File: src/core/pafm_pkg.sv
// =====================================================================
// Shared constants for the port alternate function mux
package pafm_pkg;

  // =====================================================================
  // Select register addresses on the special function register port
  localparam logic [7:0] ADDR_P1_LO = 8'h8e;
  localparam logic [7:0] ADDR_P1_HI = 8'h8f;
  localparam logic [7:0] ADDR_P3 = 8'h91;
  localparam logic [7:0] ADDR_P4_LO = 8'h92;
  localparam logic [7:0] ADDR_P4_HI = 8'h93;

  // =====================================================================
  // Reset values and fixed read answers
  localparam logic [7:0] SEL_RESET = 8'h00;
  localparam logic [7:0] RDATA_RESET = 8'h00;
  localparam logic [7:0] UNMAPPED_READ = 8'h00;
  localparam logic IDLE_LEVEL = 1'b1;
  localparam logic [5:0] MODULE_IDLE = 6'h3f;
  localparam logic [7:0] ANALOG_RESET = 8'h00;

  // =====================================================================
  // Pin map: pad index offsets and fixed function masks
  localparam int PORT_W = 8;
  localparam int NUM_PADS = 24;
  localparam int P1_BASE = 0;
  localparam int P3_BASE = 8;
  localparam int P4_BASE = 16;
  localparam logic [7:0] P3_I2C_MASK = 8'hc0;
  localparam int P3_RX_BIT = 0;
  localparam int P3_INT0_BIT = 2;
  localparam int P3_INT1_BIT = 3;
  localparam int P3_CNT0_BIT = 4;
  localparam int P3_CNT1_BIT = 5;
  localparam int P3_SDA_BIT = 6;
  localparam int P3_SCL_BIT = 7;
  localparam int T2_COUNT_BIT = 0;
  localparam int T2_TRIG_BIT = 1;
  localparam int SER1_RX_BIT = 2;
  localparam int SPI_RX_BIT = 5;
  localparam int ARR0_CLK_BIT = 3;
  localparam int ARR1_CLK_BIT = 7;

  // =====================================================================
  // Pad drive modes, Gray coded
  typedef enum logic [1:0] {
    PAD_QUASI = 2'b00,
    PAD_OPEN_DRAIN = 2'b01,
    PAD_PUSH_PULL = 2'b11,
    PAD_ANALOG = 2'b10
  } pafm_pad_e;

  // =====================================================================
  // Pad reset state: released pin with weak pull-up
  localparam logic PAD_OE_RESET = 1'b0;
  localparam logic PAD_OUT_RESET = 1'b0;
  localparam logic PAD_PULLUP_RESET = 1'b1;
  localparam logic PAD_LEVEL_RESET = 1'b1;
  localparam logic PAD_PREV_RESET = 1'b1;

endpackage

File: src/core/pafm_pad.sv
`timescale 1ns/100ps

// =====================================================================
// One pad: input synchroniser and drive mode control
module pafm_pad (
  input wire logic clock, // System clock
  input wire logic rst_n, // Synchronised reset, active low
  input pafm_pkg::pafm_pad_e mode, // Drive mode for this pin
  input wire logic data_out, // Value the pin should show
  input wire logic pin_in, // Raw pin level
  output logic pin_out, // Pad output value
  output logic pin_oe, // Pad output enable, high drives
  output logic pullup_en, // Weak pull-up enable
  output logic pin_level // Synchronised pin level
);

  logic meta_ff;
  logic prev_ff;
  logic nxt_oe;
  logic nxt_out;
  logic nxt_pullup;
  logic rise;

  // =====================================================================
  // Two-stage synchroniser, first stage feeds only the second
  always_ff @(posedge clock or negedge rst_n) begin
    if (!rst_n) begin
      meta_ff <= pafm_pkg::PAD_LEVEL_RESET;
      pin_level <= pafm_pkg::PAD_LEVEL_RESET;
    end else begin
      meta_ff <= pin_in;
      pin_level <= meta_ff;
    end
  end

  // Delayed copy of the data for the 0-to-1 boost
  always_ff @(posedge clock or negedge rst_n) begin
    if (!rst_n) begin
      prev_ff <= pafm_pkg::PAD_PREV_RESET;
    end else begin
      prev_ff <= data_out;
    end
  end

  assign rise = data_out & ~prev_ff;

  // Driver selection per mode
  always_comb begin
    nxt_oe = 1'b0;
    nxt_out = 1'b0;
    nxt_pullup = 1'b1;
    case (mode)
      pafm_pkg::PAD_QUASI: begin
        nxt_oe = ~data_out | rise; // [RULE12]
        nxt_out = data_out;
      end
      pafm_pkg::PAD_OPEN_DRAIN: begin
        nxt_oe = ~data_out; // [RULE13]
      end
      pafm_pkg::PAD_PUSH_PULL: begin
        nxt_oe = 1'b1; // [RULE14]
        nxt_out = data_out;
        nxt_pullup = 1'b0;
      end
      pafm_pkg::PAD_ANALOG: begin
        nxt_pullup = 1'b0; // [RULE15]
      end
      default: begin
        nxt_oe = 1'b0;
      end
    endcase
  end

  // Registered pad controls so outputs never glitch
  always_ff @(posedge clock or negedge rst_n) begin
    if (!rst_n) begin
      pin_oe <= pafm_pkg::PAD_OE_RESET;
      pin_out <= pafm_pkg::PAD_OUT_RESET;
      pullup_en <= pafm_pkg::PAD_PULLUP_RESET;
    end else begin
      pin_oe <= nxt_oe;
      pin_out <= nxt_out;
      pullup_en <= nxt_pullup;
    end
  end

  // =====================================================================
  // Checks
  property p_boost_rise;
    @(posedge clock) disable iff (!rst_n)
    (mode == pafm_pkg::PAD_QUASI && data_out && !prev_ff)
      |=> (pin_oe && pin_out);
  endproperty
  a_boost_rise: assert property (p_boost_rise) // [RULE12]
    else $error("high side not driven on rise");

  property p_boost_once;
    @(posedge clock) disable iff (!rst_n)
    (mode == pafm_pkg::PAD_QUASI && data_out && !prev_ff) ##1
      (mode == pafm_pkg::PAD_QUASI && data_out) |=> !pin_oe;
  endproperty
  a_boost_once: assert property (p_boost_once) // [RULE12]
    else $error("high side held past one clock");

  property p_open_drain;
    @(posedge clock) disable iff (!rst_n)
    mode == pafm_pkg::PAD_OPEN_DRAIN |=> !(pin_oe && pin_out) && pullup_en;
  endproperty
  a_open_drain: assert property (p_open_drain) // [RULE13]
    else $error("open drain pin drove high");

  property p_push_pull;
    @(posedge clock) disable iff (!rst_n)
    mode == pafm_pkg::PAD_PUSH_PULL |=> pin_oe && pin_out == $past(data_out);
  endproperty
  a_push_pull: assert property (p_push_pull) // [RULE14]
    else $error("push pull pin not driven");

  property p_analog;
    @(posedge clock) disable iff (!rst_n)
    mode == pafm_pkg::PAD_ANALOG |=> !pin_oe && !pullup_en;
  endproperty
  a_analog: assert property (p_analog) // [RULE15]
    else $error("analog pin not released");

endmodule // pafm_pad

File: src/core/pafm_top.sv
`timescale 1ns/100ps

// Contract
// [RULE1] Port 3 pin is GPIO when its select bit is 0, alternate when 1.
// [RULE2] Port 3 alternates: serial 0 rx/tx, interrupts/gates, counters, I2C.
// [RULE3] Ports 1: lo=0 GPIO, lo=1 hi=0 alternate 1, both 1 alternate 2.
// [RULE4] Port 1 alternate 1: timer 2, serial 1, then four SPI signals.
// [RULE5] Port 1 alternate 2 routes pin i to analog channel i.
// [RULE6] Port 4 same decode; alternate 1 is the two counter arrays.
// [RULE7] Port 4 alternate 2: timer 2, serial 1, then four SPI signals.
// [RULE8] Port 1 low select register at 8Eh, reset zero.
// [RULE9] Port 1 high select register at 8Fh, reset zero.
// [RULE10] Port 4 low select register at 92h, reset zero.
// [RULE11] Port 4 high select register at 93h, reset zero.
// [RULE12] Serial and SPI pins quasi-bidirectional, one-clock high boost on rise.
// [RULE13] I2C pins open drain, never boosted high.
// [RULE14] Counter array outputs on Port 4 drive push-pull.
// [RULE15] Analog pins drop pull-ups and both drivers.
// [RULE16] Peripheral inputs not selected on any pin read idle high.
module pafm_top (
  input wire logic clock, // 25 MHz system clock
  input wire logic reset_n, // Asynchronous reset, active low
  input wire logic [7:0] sfr_addr, // Register address
  input wire logic sfr_wr, // Register write strobe
  input wire logic sfr_rd, // Register read strobe
  input wire logic [7:0] sfr_wdata, // Register write data
  output logic [7:0] sfr_rdata, // Register read data
  input wire logic [7:0] port1_latch, // GPIO data latch, port 1
  input wire logic [7:0] port3_latch, // GPIO data latch, port 3
  input wire logic [7:0] port4_latch, // GPIO data latch, port 4
  input wire logic serial0_transmit, // Serial port 0 transmit data
  input wire logic serial1_transmit, // Serial port 1 transmit data
  input wire logic i2c_data_out, // I2C data, 0 pulls low
  input wire logic i2c_clock_out, // I2C clock, 0 pulls low
  input wire logic spi_clock_out, // SPI clock from controller
  input wire logic spi_transmit_out, // SPI transmit data
  input wire logic spi_select_out, // SPI select, active low
  input wire logic [5:0] array_module_out, // Counter module output data
  input wire logic [5:0] array_module_drive, // Counter module output mode
  output logic serial0_receive, // Serial port 0 receive data
  output logic serial1_receive, // Serial port 1 receive data
  output logic external_interrupt_zero, // Interrupt 0, also timer 0 gate
  output logic external_interrupt_one, // Interrupt 1, also timer 1 gate
  output logic counter0_input, // Counter 0 input
  output logic counter1_input, // Counter 1 input
  output logic i2c_data_in, // I2C data as seen on pin
  output logic i2c_clock_in, // I2C clock as seen on pin
  output logic timer2_count_in, // Timer 2 count input
  output logic timer2_trigger_in, // Timer 2 trigger input
  output logic spi_receive_in, // SPI receive data
  output logic [5:0] array_module_in, // Counter module capture inputs
  output logic array_zero_ext_clock, // Counter array 0 external clock
  output logic array_one_ext_clock, // Counter array 1 external clock
  output logic [7:0] analog_select, // Port 1 pin i to analog channel i
  input wire logic [7:0] port1_pin_in, // Port 1 pad inputs
  output logic [7:0] port1_pin_out, // Port 1 pad outputs
  output logic [7:0] port1_pin_oe, // Port 1 output enables
  output logic [7:0] port1_pullup_en, // Port 1 weak pull-ups
  output logic [7:0] port1_pin_level, // Port 1 synchronised levels
  input wire logic [7:0] port3_pin_in, // Port 3 pad inputs
  output logic [7:0] port3_pin_out, // Port 3 pad outputs
  output logic [7:0] port3_pin_oe, // Port 3 output enables
  output logic [7:0] port3_pullup_en, // Port 3 weak pull-ups
  output logic [7:0] port3_pin_level, // Port 3 synchronised levels
  input wire logic [7:0] port4_pin_in, // Port 4 pad inputs
  output logic [7:0] port4_pin_out, // Port 4 pad outputs
  output logic [7:0] port4_pin_oe, // Port 4 output enables
  output logic [7:0] port4_pullup_en, // Port 4 weak pull-ups
  output logic [7:0] port4_pin_level // Port 4 synchronised levels
);

  // =====================================================================
  // Helpers
  function automatic logic [7:0] mux8(input logic [7:0] sel,
                                      input logic [7:0] alt,
                                      input logic [7:0] dflt);
    mux8 = (sel & alt) | (~sel & dflt);
  endfunction

  // Unselected inputs fall back to the idle high level
  function automatic logic gate_in(input logic level, input logic en);
    gate_in = level | ~en;
  endfunction

  logic rst_meta_ff;
  logic rst_n_ff;
  logic [7:0] p1_lo_ff;
  logic [7:0] p1_hi_ff;
  logic [7:0] p3_sel_ff;
  logic [7:0] p4_lo_ff;
  logic [7:0] p4_hi_ff;
  logic [7:0] a1_p1, a2_p1, a1_p4, a2_p4;
  logic [7:0] shared_data, p3_alt_data, p4_alt1_data, p4_pp;
  logic [7:0] d1, d3, d4;
  logic [5:0] mod_data;
  logic [23:0] pad_data, pad_in, pad_out, pad_oe, pad_pull, pad_lvl;
  pafm_pkg::pafm_pad_e pad_mode [pafm_pkg::NUM_PADS];

  // =====================================================================
  // Reset release through two flops
  always_ff @(posedge clock or negedge reset_n) begin
    if (!reset_n) begin
      rst_meta_ff <= 1'b0;
      rst_n_ff <= 1'b0;
    end else begin
      rst_meta_ff <= 1'b1;
      rst_n_ff <= rst_meta_ff;
    end
  end

  // =====================================================================
  // Select registers; all clear so every pin starts as GPIO
  always_ff @(posedge clock or negedge rst_n_ff) begin
    if (!rst_n_ff) begin
      p1_lo_ff <= pafm_pkg::SEL_RESET;
      p1_hi_ff <= pafm_pkg::SEL_RESET;
      p3_sel_ff <= pafm_pkg::SEL_RESET;
      p4_lo_ff <= pafm_pkg::SEL_RESET;
      p4_hi_ff <= pafm_pkg::SEL_RESET;
    end else if (sfr_wr) begin
      case (sfr_addr)
        pafm_pkg::ADDR_P1_LO: p1_lo_ff <= sfr_wdata; // [RULE8]
        pafm_pkg::ADDR_P1_HI: p1_hi_ff <= sfr_wdata; // [RULE9]
        pafm_pkg::ADDR_P3: p3_sel_ff <= sfr_wdata;
        pafm_pkg::ADDR_P4_LO: p4_lo_ff <= sfr_wdata; // [RULE10]
        pafm_pkg::ADDR_P4_HI: p4_hi_ff <= sfr_wdata; // [RULE11]
        default: p3_sel_ff <= p3_sel_ff;
      endcase
    end
  end

  // Read port; unmapped addresses answer zero
  always_ff @(posedge clock or negedge rst_n_ff) begin
    if (!rst_n_ff) begin
      sfr_rdata <= pafm_pkg::RDATA_RESET;
    end else if (sfr_rd) begin
      case (sfr_addr)
        pafm_pkg::ADDR_P1_LO: sfr_rdata <= p1_lo_ff;
        pafm_pkg::ADDR_P1_HI: sfr_rdata <= p1_hi_ff;
        pafm_pkg::ADDR_P3: sfr_rdata <= p3_sel_ff;
        pafm_pkg::ADDR_P4_LO: sfr_rdata <= p4_lo_ff;
        pafm_pkg::ADDR_P4_HI: sfr_rdata <= p4_hi_ff;
        default: sfr_rdata <= pafm_pkg::UNMAPPED_READ;
      endcase
    end
  end

  // =====================================================================
  // Three-way decode; the high bit is ignored while the low bit is 0
  assign a1_p1 = p1_lo_ff & ~p1_hi_ff; // [RULE3]
  assign a2_p1 = p1_lo_ff & p1_hi_ff; // [RULE3]
  assign a1_p4 = p4_lo_ff & ~p4_hi_ff; // [RULE6]
  assign a2_p4 = p4_lo_ff & p4_hi_ff; // [RULE6]

  // Output data per function; input-only alternates hold 1 (pull-up only)
  assign shared_data = {spi_select_out, spi_transmit_out, 1'b1,
                        spi_clock_out, serial1_transmit, 3'b111}; // [RULE4]
  assign p3_alt_data = {i2c_clock_out, i2c_data_out, 4'hf,
                        serial0_transmit, 1'b1}; // [RULE2]
  assign mod_data = array_module_out | ~array_module_drive;
  assign p4_alt1_data = {1'b1, mod_data[5:3], 1'b1, mod_data[2:0]};
  assign p4_pp = {1'b0, array_module_drive[5:3], 1'b0,
                  array_module_drive[2:0]} & a1_p4; // [RULE14]

  assign d1 = mux8(a1_p1, shared_data, port1_latch); // [RULE4]
  assign d3 = mux8(p3_sel_ff, p3_alt_data, port3_latch); // [RULE1]
  assign d4 = mux8(a1_p4, p4_alt1_data,
                   mux8(a2_p4, shared_data, port4_latch)); // [RULE7]
  assign pad_data = {d4, d3, d1};
  assign pad_in = {port4_pin_in, port3_pin_in, port1_pin_in};

  // Drive mode per pad
  always_comb begin
    for (int i = 0; i < pafm_pkg::PORT_W; i++) begin
      pad_mode[pafm_pkg::P1_BASE + i] = a2_p1[i] ?
        pafm_pkg::PAD_ANALOG : pafm_pkg::PAD_QUASI; // [RULE15]
      pad_mode[pafm_pkg::P3_BASE + i] =
        (p3_sel_ff[i] && pafm_pkg::P3_I2C_MASK[i]) ?
        pafm_pkg::PAD_OPEN_DRAIN : pafm_pkg::PAD_QUASI; // [RULE13]
      pad_mode[pafm_pkg::P4_BASE + i] = p4_pp[i] ?
        pafm_pkg::PAD_PUSH_PULL : pafm_pkg::PAD_QUASI; // [RULE12]
    end
  end

  // =====================================================================
  // Pads
  for (genvar g = 0; g < pafm_pkg::NUM_PADS; g++) begin : g_pad
    pafm_pad u_pad (
      .clock(clock),
      .rst_n(rst_n_ff),
      .mode(pad_mode[g]),
      .data_out(pad_data[g]),
      .pin_in(pad_in[g]),
      .pin_out(pad_out[g]),
      .pin_oe(pad_oe[g]),
      .pullup_en(pad_pull[g]),
      .pin_level(pad_lvl[g])
    );
  end

  assign {port4_pin_out, port3_pin_out, port1_pin_out} = pad_out;
  assign {port4_pin_oe, port3_pin_oe, port1_pin_oe} = pad_oe;
  assign {port4_pullup_en, port3_pullup_en, port1_pullup_en} = pad_pull;
  assign {port4_pin_level, port3_pin_level, port1_pin_level} = pad_lvl;

  // =====================================================================
  // Peripheral inputs; a function split over two ports ANDs both sources
  always_ff @(posedge clock or negedge rst_n_ff) begin
    if (!rst_n_ff) begin
      serial0_receive <= pafm_pkg::IDLE_LEVEL;
      external_interrupt_zero <= pafm_pkg::IDLE_LEVEL;
      external_interrupt_one <= pafm_pkg::IDLE_LEVEL;
      counter0_input <= pafm_pkg::IDLE_LEVEL;
      counter1_input <= pafm_pkg::IDLE_LEVEL;
      i2c_data_in <= pafm_pkg::IDLE_LEVEL;
      i2c_clock_in <= pafm_pkg::IDLE_LEVEL;
    end else begin
      serial0_receive <= gate_in(port3_pin_level[pafm_pkg::P3_RX_BIT],
        p3_sel_ff[pafm_pkg::P3_RX_BIT]); // [RULE1] [RULE16]
      external_interrupt_zero <= gate_in(
        port3_pin_level[pafm_pkg::P3_INT0_BIT],
        p3_sel_ff[pafm_pkg::P3_INT0_BIT]); // [RULE2]
      external_interrupt_one <= gate_in(
        port3_pin_level[pafm_pkg::P3_INT1_BIT],
        p3_sel_ff[pafm_pkg::P3_INT1_BIT]); // [RULE2]
      counter0_input <= gate_in(port3_pin_level[pafm_pkg::P3_CNT0_BIT],
        p3_sel_ff[pafm_pkg::P3_CNT0_BIT]); // [RULE2]
      counter1_input <= gate_in(port3_pin_level[pafm_pkg::P3_CNT1_BIT],
        p3_sel_ff[pafm_pkg::P3_CNT1_BIT]); // [RULE2]
      i2c_data_in <= gate_in(port3_pin_level[pafm_pkg::P3_SDA_BIT],
        p3_sel_ff[pafm_pkg::P3_SDA_BIT]); // [RULE2]
      i2c_clock_in <= gate_in(port3_pin_level[pafm_pkg::P3_SCL_BIT],
        p3_sel_ff[pafm_pkg::P3_SCL_BIT]); // [RULE2]
    end
  end

  // Timer 2, serial 1 and SPI may sit on port 1 or port 4
  always_ff @(posedge clock or negedge rst_n_ff) begin
    if (!rst_n_ff) begin
      timer2_count_in <= pafm_pkg::IDLE_LEVEL;
      timer2_trigger_in <= pafm_pkg::IDLE_LEVEL;
      serial1_receive <= pafm_pkg::IDLE_LEVEL;
      spi_receive_in <= pafm_pkg::IDLE_LEVEL;
    end else begin
      timer2_count_in <=
        gate_in(port1_pin_level[pafm_pkg::T2_COUNT_BIT],
                a1_p1[pafm_pkg::T2_COUNT_BIT]) &
        gate_in(port4_pin_level[pafm_pkg::T2_COUNT_BIT],
                a2_p4[pafm_pkg::T2_COUNT_BIT]); // [RULE4] [RULE7]
      timer2_trigger_in <=
        gate_in(port1_pin_level[pafm_pkg::T2_TRIG_BIT],
                a1_p1[pafm_pkg::T2_TRIG_BIT]) &
        gate_in(port4_pin_level[pafm_pkg::T2_TRIG_BIT],
                a2_p4[pafm_pkg::T2_TRIG_BIT]); // [RULE4] [RULE7]
      serial1_receive <=
        gate_in(port1_pin_level[pafm_pkg::SER1_RX_BIT],
                a1_p1[pafm_pkg::SER1_RX_BIT]) &
        gate_in(port4_pin_level[pafm_pkg::SER1_RX_BIT],
                a2_p4[pafm_pkg::SER1_RX_BIT]); // [RULE16]
      spi_receive_in <=
        gate_in(port1_pin_level[pafm_pkg::SPI_RX_BIT],
                a1_p1[pafm_pkg::SPI_RX_BIT]) &
        gate_in(port4_pin_level[pafm_pkg::SPI_RX_BIT],
                a2_p4[pafm_pkg::SPI_RX_BIT]); // [RULE16]
    end
  end

  // Counter arrays and analog channel routing
  always_ff @(posedge clock or negedge rst_n_ff) begin
    if (!rst_n_ff) begin
      array_module_in <= pafm_pkg::MODULE_IDLE;
      array_zero_ext_clock <= pafm_pkg::IDLE_LEVEL;
      array_one_ext_clock <= pafm_pkg::IDLE_LEVEL;
      analog_select <= pafm_pkg::ANALOG_RESET;
    end else begin
      array_module_in <= {port4_pin_level[6:4] | ~a1_p4[6:4],
        port4_pin_level[2:0] | ~a1_p4[2:0]}; // [RULE6]
      array_zero_ext_clock <= gate_in(
        port4_pin_level[pafm_pkg::ARR0_CLK_BIT],
        a1_p4[pafm_pkg::ARR0_CLK_BIT]); // [RULE6]
      array_one_ext_clock <= gate_in(
        port4_pin_level[pafm_pkg::ARR1_CLK_BIT],
        a1_p4[pafm_pkg::ARR1_CLK_BIT]); // [RULE6]
      analog_select <= a2_p1; // [RULE5]
    end
  end

  // =====================================================================
  // Checks
  property p_p3_rx_route;
    @(posedge clock) disable iff (!rst_n_ff)
    p3_sel_ff[0] |=> serial0_receive == $past(port3_pin_level[0]);
  endproperty
  a_p3_rx_route: assert property (p_p3_rx_route) // [RULE1]
    else $error("port 3 receive not routed");

  property p_p3_idle;
    @(posedge clock) disable iff (!rst_n_ff)
    !p3_sel_ff[3] |=> external_interrupt_one;
  endproperty
  a_p3_idle: assert property (p_p3_idle) // [RULE2]
    else $error("unselected interrupt input not idle");

  property p_p1_alt1;
    @(posedge clock) disable iff (!rst_n_ff)
    p1_lo_ff[2] && !p1_hi_ff[2] && !(p4_lo_ff[2] && p4_hi_ff[2])
      |=> serial1_receive == $past(port1_pin_level[2]);
  endproperty
  a_p1_alt1: assert property (p_p1_alt1) // [RULE3]
    else $error("port 1 alternate 1 decode wrong");

  property p_analog_sel;
    @(posedge clock) disable iff (!rst_n_ff)
    ##1 analog_select == $past(p1_lo_ff & p1_hi_ff);
  endproperty
  a_analog_sel: assert property (p_analog_sel) // [RULE5]
    else $error("analog channel select wrong");

  property p_p4_module;
    @(posedge clock) disable iff (!rst_n_ff)
    p4_lo_ff[0] && !p4_hi_ff[0]
      |=> array_module_in[0] == $past(port4_pin_level[0]);
  endproperty
  a_p4_module: assert property (p_p4_module) // [RULE6]
    else $error("counter module input not routed");

  property p_p4_spi;
    @(posedge clock) disable iff (!rst_n_ff)
    p4_lo_ff[5] && p4_hi_ff[5] && !(p1_lo_ff[5] && !p1_hi_ff[5])
      |=> spi_receive_in == $past(port4_pin_level[5]);
  endproperty
  a_p4_spi: assert property (p_p4_spi) // [RULE7]
    else $error("port 4 SPI receive not routed");

  property p_wr_p1;
    @(posedge clock) disable iff (!rst_n_ff)
    sfr_wr && sfr_addr == pafm_pkg::ADDR_P1_LO ##1 !sfr_wr
      ##1 sfr_rd && sfr_addr == pafm_pkg::ADDR_P1_LO && !sfr_wr
      |=> sfr_rdata == $past(sfr_wdata, 3);
  endproperty
  a_wr_p1: assert property (p_wr_p1) // [RULE8]
    else $error("port 1 low select readback wrong");

  property p_wr_p4;
    @(posedge clock) disable iff (!rst_n_ff)
    sfr_wr && sfr_addr == pafm_pkg::ADDR_P4_HI
      |=> p4_hi_ff == $past(sfr_wdata);
  endproperty
  a_wr_p4: assert property (p_wr_p4) // [RULE11]
    else $error("port 4 high select not written");

endmodule // pafm_top

File: config.mk
export PLATFORM = sky130hd
export DESIGN_NAME = pafm_top
export DESIGN_NICKNAME = d
export VERILOG_FILES = /design/src/core/pafm_pkg.sv /design/src/core/pafm_pad.sv /design/src/core/pafm_top.sv
export SDC_FILE = /design/constraint.sdc
export NUM_CORES = 1
export LEC_CHECK = 0
export ABC_CLOCK_PERIOD_IN_PS = 6130
export BUFFER_PORTS_ARGS = -buffer_cell sky130_fd_sc_hd__buf_4
export CORE_AREA = 2 2 133 135
export DETAILED_ROUTE_END_ITERATION = 8
export DIE_AREA = 0 0 135 137
export MAX_ROUTING_LAYER = met4
export PLACE_DENSITY = 0.75
export SYNTH_ARGS = -nofsm -noshare
export SYNTH_HDL_FRONTEND = slang
export SYNTH_SLANG_ARGS = --single-unit
File: constraint.sdc
create_clock -name clock -period 6.13 [get_ports clock]
set_input_delay 1.226 -clock clock [delete_from_list [all_inputs] [get_ports clock]]
set_output_delay 1.226 -clock clock [all_outputs]
set_load 0.01 [all_outputs]
==> results_dict.tcl <==
set metrics [dict create \
    critPathKind "primary input to register" \
    status "finished, final reports clean" \
    layoutNonFillerInstCount 937 \
    rsz0062_at_grt "false" \
    ff2ff_setup_slack_ns 4.28 \
    clk_latency_ns 0.50 \
    power_switching_mw 0.6703 \
    synth_edf_count 0 \
    dp_cells 896 \
    detail_route.wl_per_cell_um 17.62 \
    grt_pass1_vias 5067 \
    synth-async-reset-ratio 1.000 \
    vias 4599 \
    worstSetupStartpoint "sfr_addr[3]" \
    grt_util_all_layers 0.1857 \
    ys_seq_area_frac 0.6827 \
    reg2reg_from "rst_n_ff" \
    route.detailed.drc 0 \
    crit_required_ns 6.51 \
    critPathCaptureType "register" \
    cts_tree "done" \
    power_density_mw_per_mm2 321.0 \
    die_w_um 135 \
    fp.dieH_um 137 \
    grt_pass1_wl_um 26150 \
    dp_hpwl_um 12030 \
    clock.fmax_mhz 363.7 \
    synth_area_per_cell_sq_um 14.31 \
    synthCells 554 \
    worst-r2r-cell-count 1 \
    cp-start-kind "primary input" \
    num_rows 48 \
    yosys.area_share.simple 0.08966 \
    clk_pin_slew_ns 0.06 \
    cp-endpoint "p4_lo_ff[6]" \
    worstPathMaxFanout 8 \
    relSlewSlack 0.3331 \
    final_common_cell "buf_4" \
    pwr-share-seq 0.477 \
    cts_max_path_buffers 3 \
    drv_slew 0 \
    final_nets 783 \
    pwr-share-clk 0.460 \
    initial_core_util 0.4647 \
    p_leak_nw 4.522 \
    skew_ns 0.009010 \
    post_cts_buffers 0 \
    arrival_ns 3.13 \
    reg2reg_to "g_pad[23].u_pad.pin_out" \
    maxCapViolCount 0 \
    final_cell_mix "buf_4, dfrtp_1, dfstp_2, mux2_2" \
    cts_made_buffers 23 \
    setup-tns-final_ns 0 \
    synth-seq-cells 211 \
    cts_resized 0 \
    syn-cell-area_sq_mm 0.007926 \
    dpl_cell_area_sq_mm 0.009072 \
    port-buffer-count 207 \
    grt_max_degree 85 \
    drive_gt1_frac 0.5871 \
    period_needed_ns 2.750 \
    synth_xor_area_frac 0 \
    cts.sinks 211 \
    p_comb_frac 0.063 \
    drtIter0Drc 226 \
    area.growth.synth_to_final_pct 24.89 \
    post-route-period-util 0.4485 \
    overflow 0 \
    synth_compound_area_frac 0.05304 \
    p_int_mw 2.508 \
    design_area_sq_mm 0.009899 \
    antenna_found_initial 0 \
    routed_wl_um 16510 \
    synthMuxAreaShare 0.07340 \
    synth.distinct_cells 45 \
    coreArea_sq_mm 0.01706 \
    synth_top_family_by_area "buffers and inverters" \
    holdBufCountCts 0 \
    ir_drop_mv 0.2568 \
    diodes 0 \
    gp_congestion 0.8220 \
    cts_max_level 1 \
    setup_viol 0 \
    timing.hold.ws_ns 0.3524 \
    first_pass_iters 4 \
    antenna_left 0 \
    hold_viol 0 \
    yosys_most_used_dff "dfrtp_1" \
    root_buffer "clkbuf_16" \
    swShare 0.2109 \
    pin_count 218 \
    synth_fa_ha_area_frac 0 \
    die_area_sq_mm 0.01850 \
    tightest_slew_ns 0.9928 \
    vias_per_cell 4.908 \
    hp-class "register to register" \
    yosysWarnings 0 \
    fin_util 0.5804 \
]
flip-flops by register name, indices dropped and copies added (netlist names), 6 cells and up:
signal and cells:
p4_hi_ff 8, array_module_in 6, g_pad.u_pad.prev_ff 24, sfr_rdata 8, g_pad.u_pad.pin_out 24, p1_lo_ff 8
g_pad.u_pad.pullup_en 14, p1_hi_ff 8, p3_sel_ff 8, analog_select 8, g_pad.u_pad.meta_ff 24, p4_lo_ff 8
g_pad.u_pad.pin_oe 24, g_pad.u_pad.pin_level 24
kinds of logic after synthesis:
family	Yosys count
compound gates	59
other cells	1
buf+inv	116
simple gates	115
flops	211
mux	52
power groups by stage:
stage / Sequential, mW / Combinational, mW / Clock (mW)
6_report: 1.52 / 0.199 / 1.46
4_1_cts: 1.52 / 0.203 / 1.50
3_3_place_gp: 1.54 / 0.194 / 0
2_1_floorplan: 1.54 / 0.114 / 0
5_1_grt: 1.52 / 0.219 / 1.55
3_5_place_dp: 1.54 / 0.202 / 0
how the worst min path moves through the flow:
stage | end | startpoint | cells past startpoint
6_report | g_pad[2].u_pad.pin_level | g_pad[2].u_pad.meta_ff | 0
5_1_grt | g_pad[8].u_pad.pin_level | g_pad[8].u_pad.meta_ff | 0
4_1_cts | g_pad[13].u_pad.pin_level | g_pad[13].u_pad.meta_ff | 0
3_5_place_dp | rst_n_ff | rst_meta_ff | 0
3_3_place_gp | rst_n_ff | rst_meta_ff | 0
2_1_floorplan | rst_n_ff | rst_meta_ff | 0
through the flow:
| step | power, mW | worst slack, ns |
|---|---|---|
| 2_1_floorplan | 1.653 | 2.756 |
| 3_3_place_gp | 1.730 | 2.930 |
| 3_5_place_dp | 1.742 | 2.884 |
| 4_1_cts | 3.218 | 3.401 |
| 5_1_grt | 3.295 | 3.338 |
| 6_report | 3.178 | 3.380 |
layer usage:
metal	vias up	global-route usage	part of all wire	wire, um
met5	-	-	0	0
met1	2306	0.2296	0.39	6507
li1	2079	-	-	-
met2	186	0.3102	0.51	8420
met4	0	0.05382	0.026	429
met3	28	0.04074	0.070	1156
synth_stat cells (2+ instances only):
cell type,count,area (sq um)
o21ai_0,3,15.01
nor3_1,2,10.01
a21oi_1,12,60.06
mux2_2,49,551.8
a221oi_1,2,17.52
nand3_1,2,10.01
nand2b_1,20,125.1
or3b_2,4,35.03
dfstp_2,105,2759
nand3b_1,12,90.09
and2_1,8,50.05
nor4_1,4,25.02
mux2i_1,3,30.03
inv_1,14,52.55
a22oi_1,9,67.56
clkbuf_1,3,11.26
nand4b_1,3,26.28
o2bb2ai_1,3,26.28
a32oi_1,3,26.28
a31oi_1,6,37.54
nand4_1,3,18.77
nor2_1,6,22.52
buf_2,2,10.01
o22a_1,6,52.55
nor3_2,3,30.03
dfrtp_1,106,2653
o211ai_1,8,60.06
or2_2,5,31.28
nand2_1,24,90.09
nor2b_1,11,68.82
a211o_1,3,26.28
buf_4,96,720.7
a21o_1,2,15.01
final cells by class:
type,count,area [sq um]
Clock buffer,29,659.4
Clock inverter,12,167.7
Fill cell,1393,7157
Inverter,14,52.55
Multi-Input combinational cell,237,1754
Sequential cell,211,5415
Tap cell,225,281.5
Timing Repair Buffer,209,1569
critical path: stages:
cell and delay (ns):
buf_4 0.12, or3b_1 0.54, or3_4 0.43, nor3_4 0.42
mux2_2 0.39
Note: power is estimated with default switching activity, not from simulation.
